==> src/verilog/prc_pkg.sv <==
/*
 * prc_pkg: constants and types for the peripheral soft reset control block.
 * Assumes a 50 MHz system clock, a synchronous active-high reset and an
 * AXI4-Lite master with 12-bit byte addresses and 32-bit data.
 */
// Summary of operation
// port reset register at 0x048, resets to zero
// port register writes gated by capabilities four
// bits 7:0 drive port A..H resets
// reserved bits read zero, ignore writes
// software preserves reserved bits on read-modify-write
// low register bit 4 resets sync serial zero
// low register bits 2:0 reset async serial 2..0
// bit high holds peripheral in reset
package prc_pkg;

   // ****************************************
   // register map
   // ****************************************
   localparam int          ADDR_W          = 12;
   localparam logic [11:0] CAPS_FOUR_OFS   = 12'h01C;   // read-only capabilities
   localparam logic [11:0] PERIPH_RST_OFS  = 12'h044;
   localparam logic [11:0] PORT_RST_OFS    = 12'h048;

   // ****************************************
   // reset values and writable fields
   // ****************************************
   localparam logic [31:0] PERIPH_RST_RESET = 32'h0000_0000;
   localparam logic [31:0] PORT_RST_RESET   = 32'h0000_0000;
   localparam logic [31:0] PERIPH_RST_MASK  = 32'h0000_0017;  // bits 4, 2:0
   localparam logic [31:0] PORT_RST_MASK    = 32'h0000_00FF;  // bits 7:0
   localparam logic [7:0]  CAPS_FOUR_RESET  = 8'h00;

   // ****************************************
   // field positions
   // ****************************************
   localparam int PORT_W          = 8;
   localparam int SYNC_SERIAL_BIT = 4;
   localparam int ASYNC_SERIAL_LSB = 0;
   localparam int ASYNC_SERIAL_W  = 3;

   // ****************************************
   // bus answers
   // ****************************************
   localparam logic [1:0] RESP_OKAY   = 2'h0;
   localparam logic [1:0] RESP_SLVERR = 2'h2;

   // reset lines toward the peripherals
   typedef struct packed {
      logic [7:0] portReset;            // bit 0 port A .. bit 7 port H
      logic       syncSerialZeroReset;
      logic [2:0] asyncSerialReset;     // bit n async serial unit n
   } prc_reset_t;

endpackage

==> src/verilog/prc_soft_reset_ctrl.sv <==
/*
 * prc_soft_reset_ctrl: software reset control for the I/O ports, the
 * synchronous serial unit and three asynchronous serial units, reached over
 * AXI4-Lite.
 * Assumes a single clock, synchronous reset, and that the capability input
 * is static or slow and synchronous to clk_sys.
 */
`timescale 1ns/10ps
module prc_soft_reset_ctrl (
   // clock and reset
   input  wire logic               clk_sys,
   input  wire logic               reset,
   // axi4-lite write address
   input  wire logic [11:0]        awaddr,
   input  wire logic               awvalid,
   output logic                    awready,
   // axi4-lite write data
   input  wire logic [31:0]        wdata,
   input  wire logic [3:0]         wstrb,
   input  wire logic               wvalid,
   output logic                    wready,
   // axi4-lite write response
   output logic [1:0]              bresp,
   output logic                    bvalid,
   input  wire logic               bready,
   // axi4-lite read address
   input  wire logic [11:0]        araddr,
   input  wire logic               arvalid,
   output logic                    arready,
   // axi4-lite read data
   output logic [31:0]             rdata,
   output logic [1:0]              rresp,
   output logic                    rvalid,
   input  wire logic               rready,
   // presence of each port unit
   input  wire logic [7:0]         capFour,
   // resets toward the peripherals
   output prc_pkg::prc_reset_t     resetOut
);

   // ****************************************
   // declarations
   // ****************************************
   logic        awHeld_r;
   logic        wHeld_r;
   logic [11:0] awAddr_r;
   logic [31:0] wData_r;
   logic [3:0]  wStrb_r;
   logic [7:0]  capFour_r;
   logic [31:0] portReg;
   logic [31:0] periphReg;

   wire         awTake;
   wire         wTake;
   wire         arTake;
   wire         wrFire;
   wire         awHeld_nxt;
   wire         wHeld_nxt;
   wire         bvalid_nxt;
   wire         rvalid_nxt;
   wire         wrHitPort;
   wire         wrHitPeriph;
   wire         wrHitCaps;
   wire         wrHit;
   wire         rdHitPort;
   wire         rdHitPeriph;
   wire         rdHitCaps;
   wire         rdHit;
   wire [31:0]  rdMux;
   wire [31:0]  portGate;

   // ****************************************
   // write channels
   // ****************************************

   // handshakes and the single write commit
   assign awTake     = awvalid & awready;
   assign wTake      = wvalid & wready;
   assign wrFire     = awHeld_r & wHeld_r & ~bvalid;
   assign awHeld_nxt = (awHeld_r | awTake) & ~wrFire;
   assign wHeld_nxt  = (wHeld_r | wTake) & ~wrFire;
   assign bvalid_nxt = wrFire | (bvalid & ~bready);

   // write address decode on the held address
   assign wrHitPort   = awAddr_r[11:2] == prc_pkg::PORT_RST_OFS[11:2];
   assign wrHitPeriph = awAddr_r[11:2] == prc_pkg::PERIPH_RST_OFS[11:2];
   assign wrHitCaps   = awAddr_r[11:2] == prc_pkg::CAPS_FOUR_OFS[11:2];
   assign wrHit       = wrHitPort | wrHitPeriph | wrHitCaps;

   // hold address and data until both have arrived
   always_ff @(posedge clk_sys) begin
      if (reset) begin
         awHeld_r <= 1'b0;
         wHeld_r  <= 1'b0;
         awAddr_r <= 12'h000;
         wData_r  <= 32'h0000_0000;
         wStrb_r  <= 4'h0;
      end else begin
         awHeld_r <= awHeld_nxt;
         wHeld_r  <= wHeld_nxt;
         if (awTake) begin
            awAddr_r <= awaddr;
         end
         if (wTake) begin
            wData_r <= wdata;
            wStrb_r <= wstrb;
         end
      end
   end

   // ready and response flops
   always_ff @(posedge clk_sys) begin
      if (reset) begin
         awready <= 1'b0;
         wready  <= 1'b0;
         bvalid  <= 1'b0;
         bresp   <= prc_pkg::RESP_OKAY;
      end else begin
         awready <= ~awHeld_nxt & ~bvalid_nxt;
         wready  <= ~wHeld_nxt & ~bvalid_nxt;
         bvalid  <= bvalid_nxt;
         if (wrFire) begin
            bresp <= wrHit ? prc_pkg::RESP_OKAY : prc_pkg::RESP_SLVERR;
         end
      end
   end

   // ****************************************
   // registers
   // ****************************************

   // capabilities snapshot, also the gate for port writes
   always_ff @(posedge clk_sys) begin
      if (reset) begin
         capFour_r <= prc_pkg::CAPS_FOUR_RESET;
      end else begin
         capFour_r <= capFour;
      end
   end

   assign portGate = {24'h00_0000, capFour_r};

   // port reset register, writes leave bits of absent units unchanged
   prc_masked_reg #(
      .WRITE_MASK (prc_pkg::PORT_RST_MASK),
      .RESET_VAL  (prc_pkg::PORT_RST_RESET)
   ) u_port_reg (
      .clk_sys (clk_sys),
      .reset   (reset),
      .wrEn    (wrFire & wrHitPort),
      .wrData  (wData_r),
      .wrStrb  (wStrb_r),
      .gate    (portGate),
      .value   (portReg)
   );

   // low peripheral reset register, reserved bits fixed at zero
   prc_masked_reg #(
      .WRITE_MASK (prc_pkg::PERIPH_RST_MASK),
      .RESET_VAL  (prc_pkg::PERIPH_RST_RESET)
   ) u_periph_reg (
      .clk_sys (clk_sys),
      .reset   (reset),
      .wrEn    (wrFire & wrHitPeriph),
      .wrData  (wData_r),
      .wrStrb  (wStrb_r),
      .gate    (32'hFFFF_FFFF),
      .value   (periphReg)
   );

   // ****************************************
   // read channel
   // ****************************************

   // read decode and data select
   assign arTake      = arvalid & arready;
   assign rvalid_nxt  = arTake | (rvalid & ~rready);
   assign rdHitPort   = araddr[11:2] == prc_pkg::PORT_RST_OFS[11:2];
   assign rdHitPeriph = araddr[11:2] == prc_pkg::PERIPH_RST_OFS[11:2];
   assign rdHitCaps   = araddr[11:2] == prc_pkg::CAPS_FOUR_OFS[11:2];
   assign rdHit       = rdHitPort | rdHitPeriph | rdHitCaps;
   assign rdMux       = ({32{rdHitPort}} & portReg)
                      | ({32{rdHitPeriph}} & periphReg)
                      | ({32{rdHitCaps}} & {24'h00_0000, capFour_r});

   // one read in flight; data captured at the address handshake
   always_ff @(posedge clk_sys) begin
      if (reset) begin
         arready <= 1'b0;
         rvalid  <= 1'b0;
         rdata   <= 32'h0000_0000;
         rresp   <= prc_pkg::RESP_OKAY;
      end else begin
         arready <= ~rvalid_nxt;
         rvalid  <= rvalid_nxt;
         if (arTake) begin
            rdata <= rdMux;
            rresp <= rdHit ? prc_pkg::RESP_OKAY : prc_pkg::RESP_SLVERR;
         end
      end
   end

   // ****************************************
   // reset lines
   // ****************************************

   // a set bit holds its unit in reset, clear releases it
   always_ff @(posedge clk_sys) begin
      if (reset) begin
         resetOut <= '0;
      end else begin
         resetOut.portReset           <= portReg[prc_pkg::PORT_W-1:0];
         resetOut.syncSerialZeroReset <= periphReg[prc_pkg::SYNC_SERIAL_BIT];
         resetOut.asyncSerialReset    <=
            periphReg[prc_pkg::ASYNC_SERIAL_LSB +: prc_pkg::ASYNC_SERIAL_W];
      end
   end
endmodule

==> src/verilog/prc_masked_reg.sv <==
/*
 * prc_masked_reg: one 32-bit control register with byte strobes, a fixed
 * mask of writable bits and a run-time gate of writable bits.
 * Assumes write enable is a one-cycle pulse from the bus slave.
 */
`timescale 1ns/10ps
module prc_masked_reg #(
   parameter logic [31:0] WRITE_MASK = 32'hFFFF_FFFF,
   parameter logic [31:0] RESET_VAL  = 32'h0000_0000
) (
   // clock and reset
   input  wire logic        clk_sys,
   input  wire logic        reset,
   // write side
   input  wire logic        wrEn,
   input  wire logic [31:0] wrData,
   input  wire logic [3:0]  wrStrb,
   input  wire logic [31:0] gate,
   // stored value
   output logic      [31:0] value
);

   logic [31:0] strbMask;
   logic [31:0] wrMask;
   logic [31:0] value_nxt;

   // expand byte strobes to bit lanes
   genvar lane;
   generate
      for (lane = 0; lane < 4; lane++) begin : g_lane
         assign strbMask[lane*8 +: 8] = {8{wrStrb[lane]}};
      end
   endgenerate

   // only writable, present and strobed bits change
   assign wrMask    = WRITE_MASK & gate & strbMask;
   assign value_nxt = (value & ~wrMask) | (wrData & wrMask);

   // storage; bits outside the mask keep the reset value
   always_ff @(posedge clk_sys) begin
      if (reset) begin
         value <= RESET_VAL;
      end else if (wrEn) begin
         value <= value_nxt;
      end
   end

endmodule

==> config.mk <==
export PLATFORM = sky130hd
export DESIGN_NAME = prc_soft_reset_ctrl
export DESIGN_NICKNAME = d
export VERILOG_FILES = /design/src/verilog/prc_pkg.sv /design/src/verilog/prc_soft_reset_ctrl.sv /design/src/verilog/prc_masked_reg.sv
export SDC_FILE = /design/constraint.sdc
export NUM_CORES = 1
export LEC_CHECK = 0
export ABC_AREA = 0
export BUFFER_PORTS_ARGS = -buffer_cell sky130_fd_sc_hd__buf_4
export CAP_MARGIN = 20
export CORE_ASPECT_RATIO = 0.9
export CORE_MARGIN = 3
export CORE_UTILIZATION = 49
export DETAILED_ROUTE_END_ITERATION = 10
export GPL_TIMING_DRIVEN = 0
export PLACE_DENSITY = 0.77
export SETUP_SLACK_MARGIN = 0.5
export SLEW_MARGIN = 25
export SYNTH_ARGS = -nofsm -noshare
export SYNTH_HDL_FRONTEND = slang
export SYNTH_HIERARCHICAL = 1
export SYNTH_SLANG_ARGS = --single-unit
==> constraint.sdc <==
create_clock -name clk_sys -period 1.85 [get_ports clk_sys]
set_clock_uncertainty 0.15 [all_clocks]
set_input_delay 0.0925 -clock clk_sys [delete_from_list [all_inputs] [get_ports clk_sys]]
set_output_delay 0.0925 -clock clk_sys [all_outputs]
set_load 0.01 [all_outputs]
==> results.md, run 1 <==
* Outcome: finished with violations
* Failing checks: setup timing
* Placed cells at approximately 750
* Largest net degree at the start of global routing at 17
* Max Cap Viol at 0
* Chip width at 103 um
* Mapped Area at 4190 um2
* Depth of the most critical reg-to-reg path at 7
* Max transition margin at 59.2%
* IO Port Bufs at 94
* Leakage power total at 2.64 nW
* RSZ-0062 raised after global routing: true
* Placed Area at ~5300 um2
* TNS Setup at -2.88 ns
* TritonRoute pass-1 iters at 4
* Mean routed wirelength per cell at approximately 14 um
* Pin slew with the least headroom to its limit at 0.612 ns
* Slew Viols, Final at 0
* Final weighted congestion in routability-driven placement at 0.808
* Full die area at between 9000 and 10,000 um2
* Critical Path RT at 1.96 ns
* Via-to-Cell Ratio at 4.79
* DRC violations left at 0
* Most frequent cells in the layout: 155 x buf_4, 89 x dfxtp_1, 66 x nand2_1
* Worst-path cell chain: or4_4 > nor3_4 > nand3_2 > nor3b_2 > buf_6 > nand3_1 > mux2i_1
* Vias in the first global route at 3,793
* Routed via count at 3,866
* CTS tree: yes
* Crit path DAT at 2.25 ns
* Final count of hold timing violations at 0
* # IOs at 128
* Period utilization at 115%
* Crit-path leading delay family: simple AND/OR/NAND/NOR gates
* Critical path depth at 7
* Core box area at 8180 um2
* CP startpoint kind: flop
* Starting DRT DRC Count at between 100 and 150
* Global-route usage over all layers at 23.3%
* Critical Setup Path Class: flop to flop
* Initial core utilization at a little over 50%
* Crit path time final at 2.14 ns
* Final #Nets at ~760
* Fraction of layout cells with a size suffix above 1 at 30.2%
* Total gr overflow at 0
* Mapped Cells at 488
* Worst Hold Depth at 4
* Hold Path Class: primary input to flop
* Synth Area per Inst at 8.58 um2
* First-pass GRT wire length at 17.6 mm
* CP endpoint kind: flop
* Worst skew pair latency at 0.36 ns
* Worst path bufs/invs at 1
* Layout Area Growth over Synthesis at 41.4%
* Commonest non-fill, non-tap cell in the layout: buf_4
* CP Max Fanout at 8
* ANT nets after route at 0
* H-tree Lvls at 3
* Clock transition at path regs at 0.10 ns
* Die Ht at 93.7 um
* P per Cell Area at 657 nW/um2
* Worst R2R Setup Slack at -0.29 ns
* Crit-path slowest cell: or4_4
* Design Area, Final at between 5000 and 6000 um2
* Fmax at 468 MHz
* Setup slack after layout at -0.286 ns
* Finished Layout Cells at 807
* R2R Path Start: awAddr_r[8]
* Yosys warns at 6
* Dpl hpwl at 7.47 mm
* Row count at 31
* Setup violators final at 12
* CTS max path bufs at 2
* Num CTS Buffers at 9
* Initial antenna violation count at 0
* Diodes inserted at 0
* Clock Root Buffer: clkbuf_8
* Max incr delay on CP at 0.54 ns
* Clk sink count at 92
* IR drop worst, VDD at between 0.3 and 0.4 mV
* Total wire length at 11.1 mm
* Hold Path Origin: reset
## worst max-delay path by stage
| stage | startpoint | endpoint | slack [ns] |
|---|---|---|---|
| floorplan | awAddr_r[10] | flop | -0.05 |
| global placement | awAddr_r[10] | flop | -0.28 |
| detailed placement | awAddr_r[10] | flop | -0.32 |
| CTS | awAddr_r[10] | flop | -0.28 |
| global route | awAddr_r[8] | flop | -0.37 |
| finish | awAddr_r[8] | flop | -0.29 |
## power breakdown
| part | internal [mW] | switching [mW] |
|---|---|---|
| Combinational | 0.308 | 0.249 |
| Clock | 0.535 | 0.740 |
| Sequential | 2.02 | 0.0346 |
| Total | 2.87 | 1.02 |
## worst min-delay path, stage by stage
cell	delay (ns)
buf_4	0.12
buf_6	0.12
nand2b_1	0.10
mux2i_1	0.06
## routing by layer
metal	up-vias	global-route usage (%)	routed length [um]
met5	-	0	0
li1	1945	-	-
met2	110	38.0	5510
met3	23	3.71	521
met1	1788	30.1	4790
met4	0	10.5	298
## repair_timing
action,4_1_cts,5_1_grt
hold buffers,35,0
buffers inserted,2,3
resized for setup,23,13
setup endpoints to repair,50,34
endpoints found under the hold margin,41,0
pin swaps,6,5
## through the flow
step | total power [mW] | utilization [%] | hold WS (ns) | setup WS [ns]
floorplan | 2.39 | - | 0.0707 | -0.0506
global placement | 2.54 | 64.2 | 0.168 | -0.284
detailed placement | 2.55 | 64.2 | 0.164 | -0.317
CTS | 3.88 | 71.8 | 0.00476 | -0.279
global route | 4.03 | 72.3 | 0.0298 | -0.370
finish | 3.89 | 72.3 | 0.0213 | -0.286
## cell type report
cell class | instances | area [um2]
Inverter | 1 | 3.75
Buffer | 90 | 602
Clock buffer | 10 | 138
Timing Repair Buffer | 134 | 1100
Multi-Input combinational cell | 359 | 2040
Tap cell | 115 | 144
Fill cell | 636 | 2270
Clock inverter | 6 | 47.5
Sequential cell | 92 | 1850
Note: power is estimated with default switching activity, not from simulation.
==> run 2: changes to the inputs <==
--- a/config.mk
+++ b/config.mk
@@ -10,10 +10,10 @@
 export CAP_MARGIN = 20
 export CORE_ASPECT_RATIO = 0.9
 export CORE_MARGIN = 3
-export CORE_UTILIZATION = 49
+export CORE_UTILIZATION = 38
 export DETAILED_ROUTE_END_ITERATION = 10
 export GPL_TIMING_DRIVEN = 0
-export PLACE_DENSITY = 0.77
+export HOLD_SLACK_MARGIN = 0.12
 export SETUP_SLACK_MARGIN = 0.5
 export SLEW_MARGIN = 25
 export SYNTH_ARGS = -nofsm -noshare
==> run 2 against run 1 <==
  * The run still ends with setup timing left
  * Die area rose by 27%
  * Combinational power down 1%
  * Register-to-register slack gained 0.03 ns
  * Via count down 2.7%
  * Flip-flop and latch count is the same
  * Largest cell class unchanged
==> results.md, run 2 (same netlist as run 1, synthesis figures left out) <==
* Most frequent cells in the layout: 155 x buf_4, 90 x dfxtp_1, 66 x nand2_1
* Crit path time final at 2.11 ns
* P per Cell Area at about 700 nW/um2
* Full die area at 12,300 um2
* Layout Area Growth over Synthesis at 45.0%
* Failing checks: setup timing
* Global-route usage over all layers at 18.1%
* Period utilization at 114%
* Worst R2R Setup Slack at -0.26 ns
* Final #Nets at around 760
* Clock Root Buffer: clkbuf_16
* Leakage power total at 2.68 nW
* Fmax at 475 MHz
* DRC violations left at 0
* Post-layout util at between 50% and 60%
* Hold slack at 0.116 ns
* Diodes inserted at 0
* Fraction of layout cells with a size suffix above 1 at 30.4%
* Hold Path Class: primary input to flop
* Max transition margin at roughly 59%
* Clock transition at path regs at 0.07 ns
* ANT nets after route at 0
* Mean routed wirelength per cell at around 13 um
* RSZ-0062 raised after global routing: true
* IR drop worst, VDD at ~0.4 mV
* Routed via count at ~3,800
* H-tree Lvls at 3
* Outcome: finished with violations
* Final weighted congestion in routability-driven placement at 0.761
* Max Cap Viol at 0
* Core box area at approximately 11,000 um2
* Clk sink count at between 90 and 100
* Worst Hold Depth at 4
* Worst skew pair latency at 0.33 ns
* Row count at 35
* Commonest non-fill, non-tap cell in the layout: buf_4
* First-pass GRT wire length at 17.6 mm
* Depth of the most critical reg-to-reg path at 7
* Initial core utilization at 39.8%
* Crit path DAT at 2.18 ns
* Die Ht at around 110 um
* TritonRoute pass-1 iters at 4
* Setup violators final at 12
* Critical Setup Path Class: flop to flop
* Slew Viols, Final at 0
* Pin slew with the least headroom to its limit at 0.618 ns
* Dpl hpwl at 7.75 mm
* CP Max Fanout at 8
* CTS max path bufs at 2
* Total wire length at 11.0 mm
* CTS tree: yes
* IO Port Bufs at 94
* Via-to-Cell Ratio at between 4 and 5
* Vias in the first global route at 3,558
* Largest net degree at the start of global routing at 16
* Total gr overflow at 0
* CP endpoint kind: flop
* Num CTS Buffers at 9
* # IOs at 128
* Starting DRT DRC Count at 90
* Setup slack after layout at -0.256 ns
* CP startpoint kind: flop
* Critical Path RT at slightly below 2 ns
* Power, Total at 4.32 mW
* Worst Setup SP: awAddr_r[7]
* Final count of hold timing violations at 0
* FILL cells at between 900 and 1,000
* R2R Path Start: awAddr_r[7]
* Chip width at 117 um
* Initial antenna violation count at 0
==> run 2: cell count changes in the layout (fill, tap and decap cells not counted) <==
cell and change:
buf_2 -1, clkbuf_1 -1, clkbuf_16 +9, clkbuf_2 +1, clkbuf_4 -1, clkbuf_8 -9
dfxtp_1 +1, dfxtp_2 -1, dlygate4sd3_1 +2, inv_6 -1, nand3_1 -4, nand3_2 +2
nand3_4 +2
==> run 2: critical path: stages, from the launching register on <==
cell and delay, ns:
dfxtp_1 0.31, or4_4 0.54, nor3_4 0.20, nand3_2 0.15
nor3b_2 0.23, buf_6 0.19, nand3_1 0.11, mux2i_1 0.13
==> run 2: area by class of cell <==
| cell class | instances | area [um2] | area share, % |
|---|---|---|---|
| multi-input cells | 359 | 2080 | 34.2 |
| flip-flops and latches | 92 | 1840 | 30.4 |
| repair buffers | 134 | 1100 | 18.2 |
| plain buffers | 90 | 606 | 9.98 |
| clock buffers | 10 | 239 | 3.94 |
| well taps | 129 | 161 | 2.66 |
| clock inverters | 5 | 38.8 | 0.639 |
| inverters | 1 | 3.75 | 0.0618 |
==> run 2: worst min-delay path by stage <==
| stage | start | endpoint | slack (ns) |
|---|---|---|---|
| floorplan | capFour[0] | capFour_r[0] | 0.07 |
| finish | arvalid | rdata[1] | 0.12 |
| global route | arvalid | rresp[1] | 0.15 |
| CTS | awvalid | awready | -0.05 |
| global placement | capFour[6] | capFour_r[6] | 0.17 |
| detailed placement | capFour[4] | capFour_r[4] | 0.18 |
==> run 2: metal layers <==
layer	global-route usage, %	vias up	wire length [um]
li1	-	1952	-
met5	0	-	0
met4	5.90	0	125
met2	30.4	73	5330
met1	24.2	1732	5160
met3	1.84	6	381
==> run 2: where the power goes <==
part	total, mW	switching (mW)	internal [mW]
logic	0.550	0.247	0.303
registers	2.06	0.0345	2.02
clock network	1.71	0.763	0.944
==> run 2: stage by stage <==
step	area (um2)	setup TNS, ns	worst slack [ns]	std cells
after floorplan	4410	-0.397	-0.0506	542
after global placement	5270	-4.82	-0.319	765
after detailed placement	5270	-5.44	-0.346	765
after CTS	6010	-3.21	-0.291	819
after global routing	6070	-3.55	-0.330	820
final	6070	-2.70	-0.256	820
==> run 2: what timing repair did <==
action                                  4_1_cts  5_1_grt
buffers inserted                              3        0
resized for setup                            24       22
endpoints found under the setup margin       53       35
hold endpoints to repair                     44        2
pin swaps                                     9        8
hold buffers                                 36        1
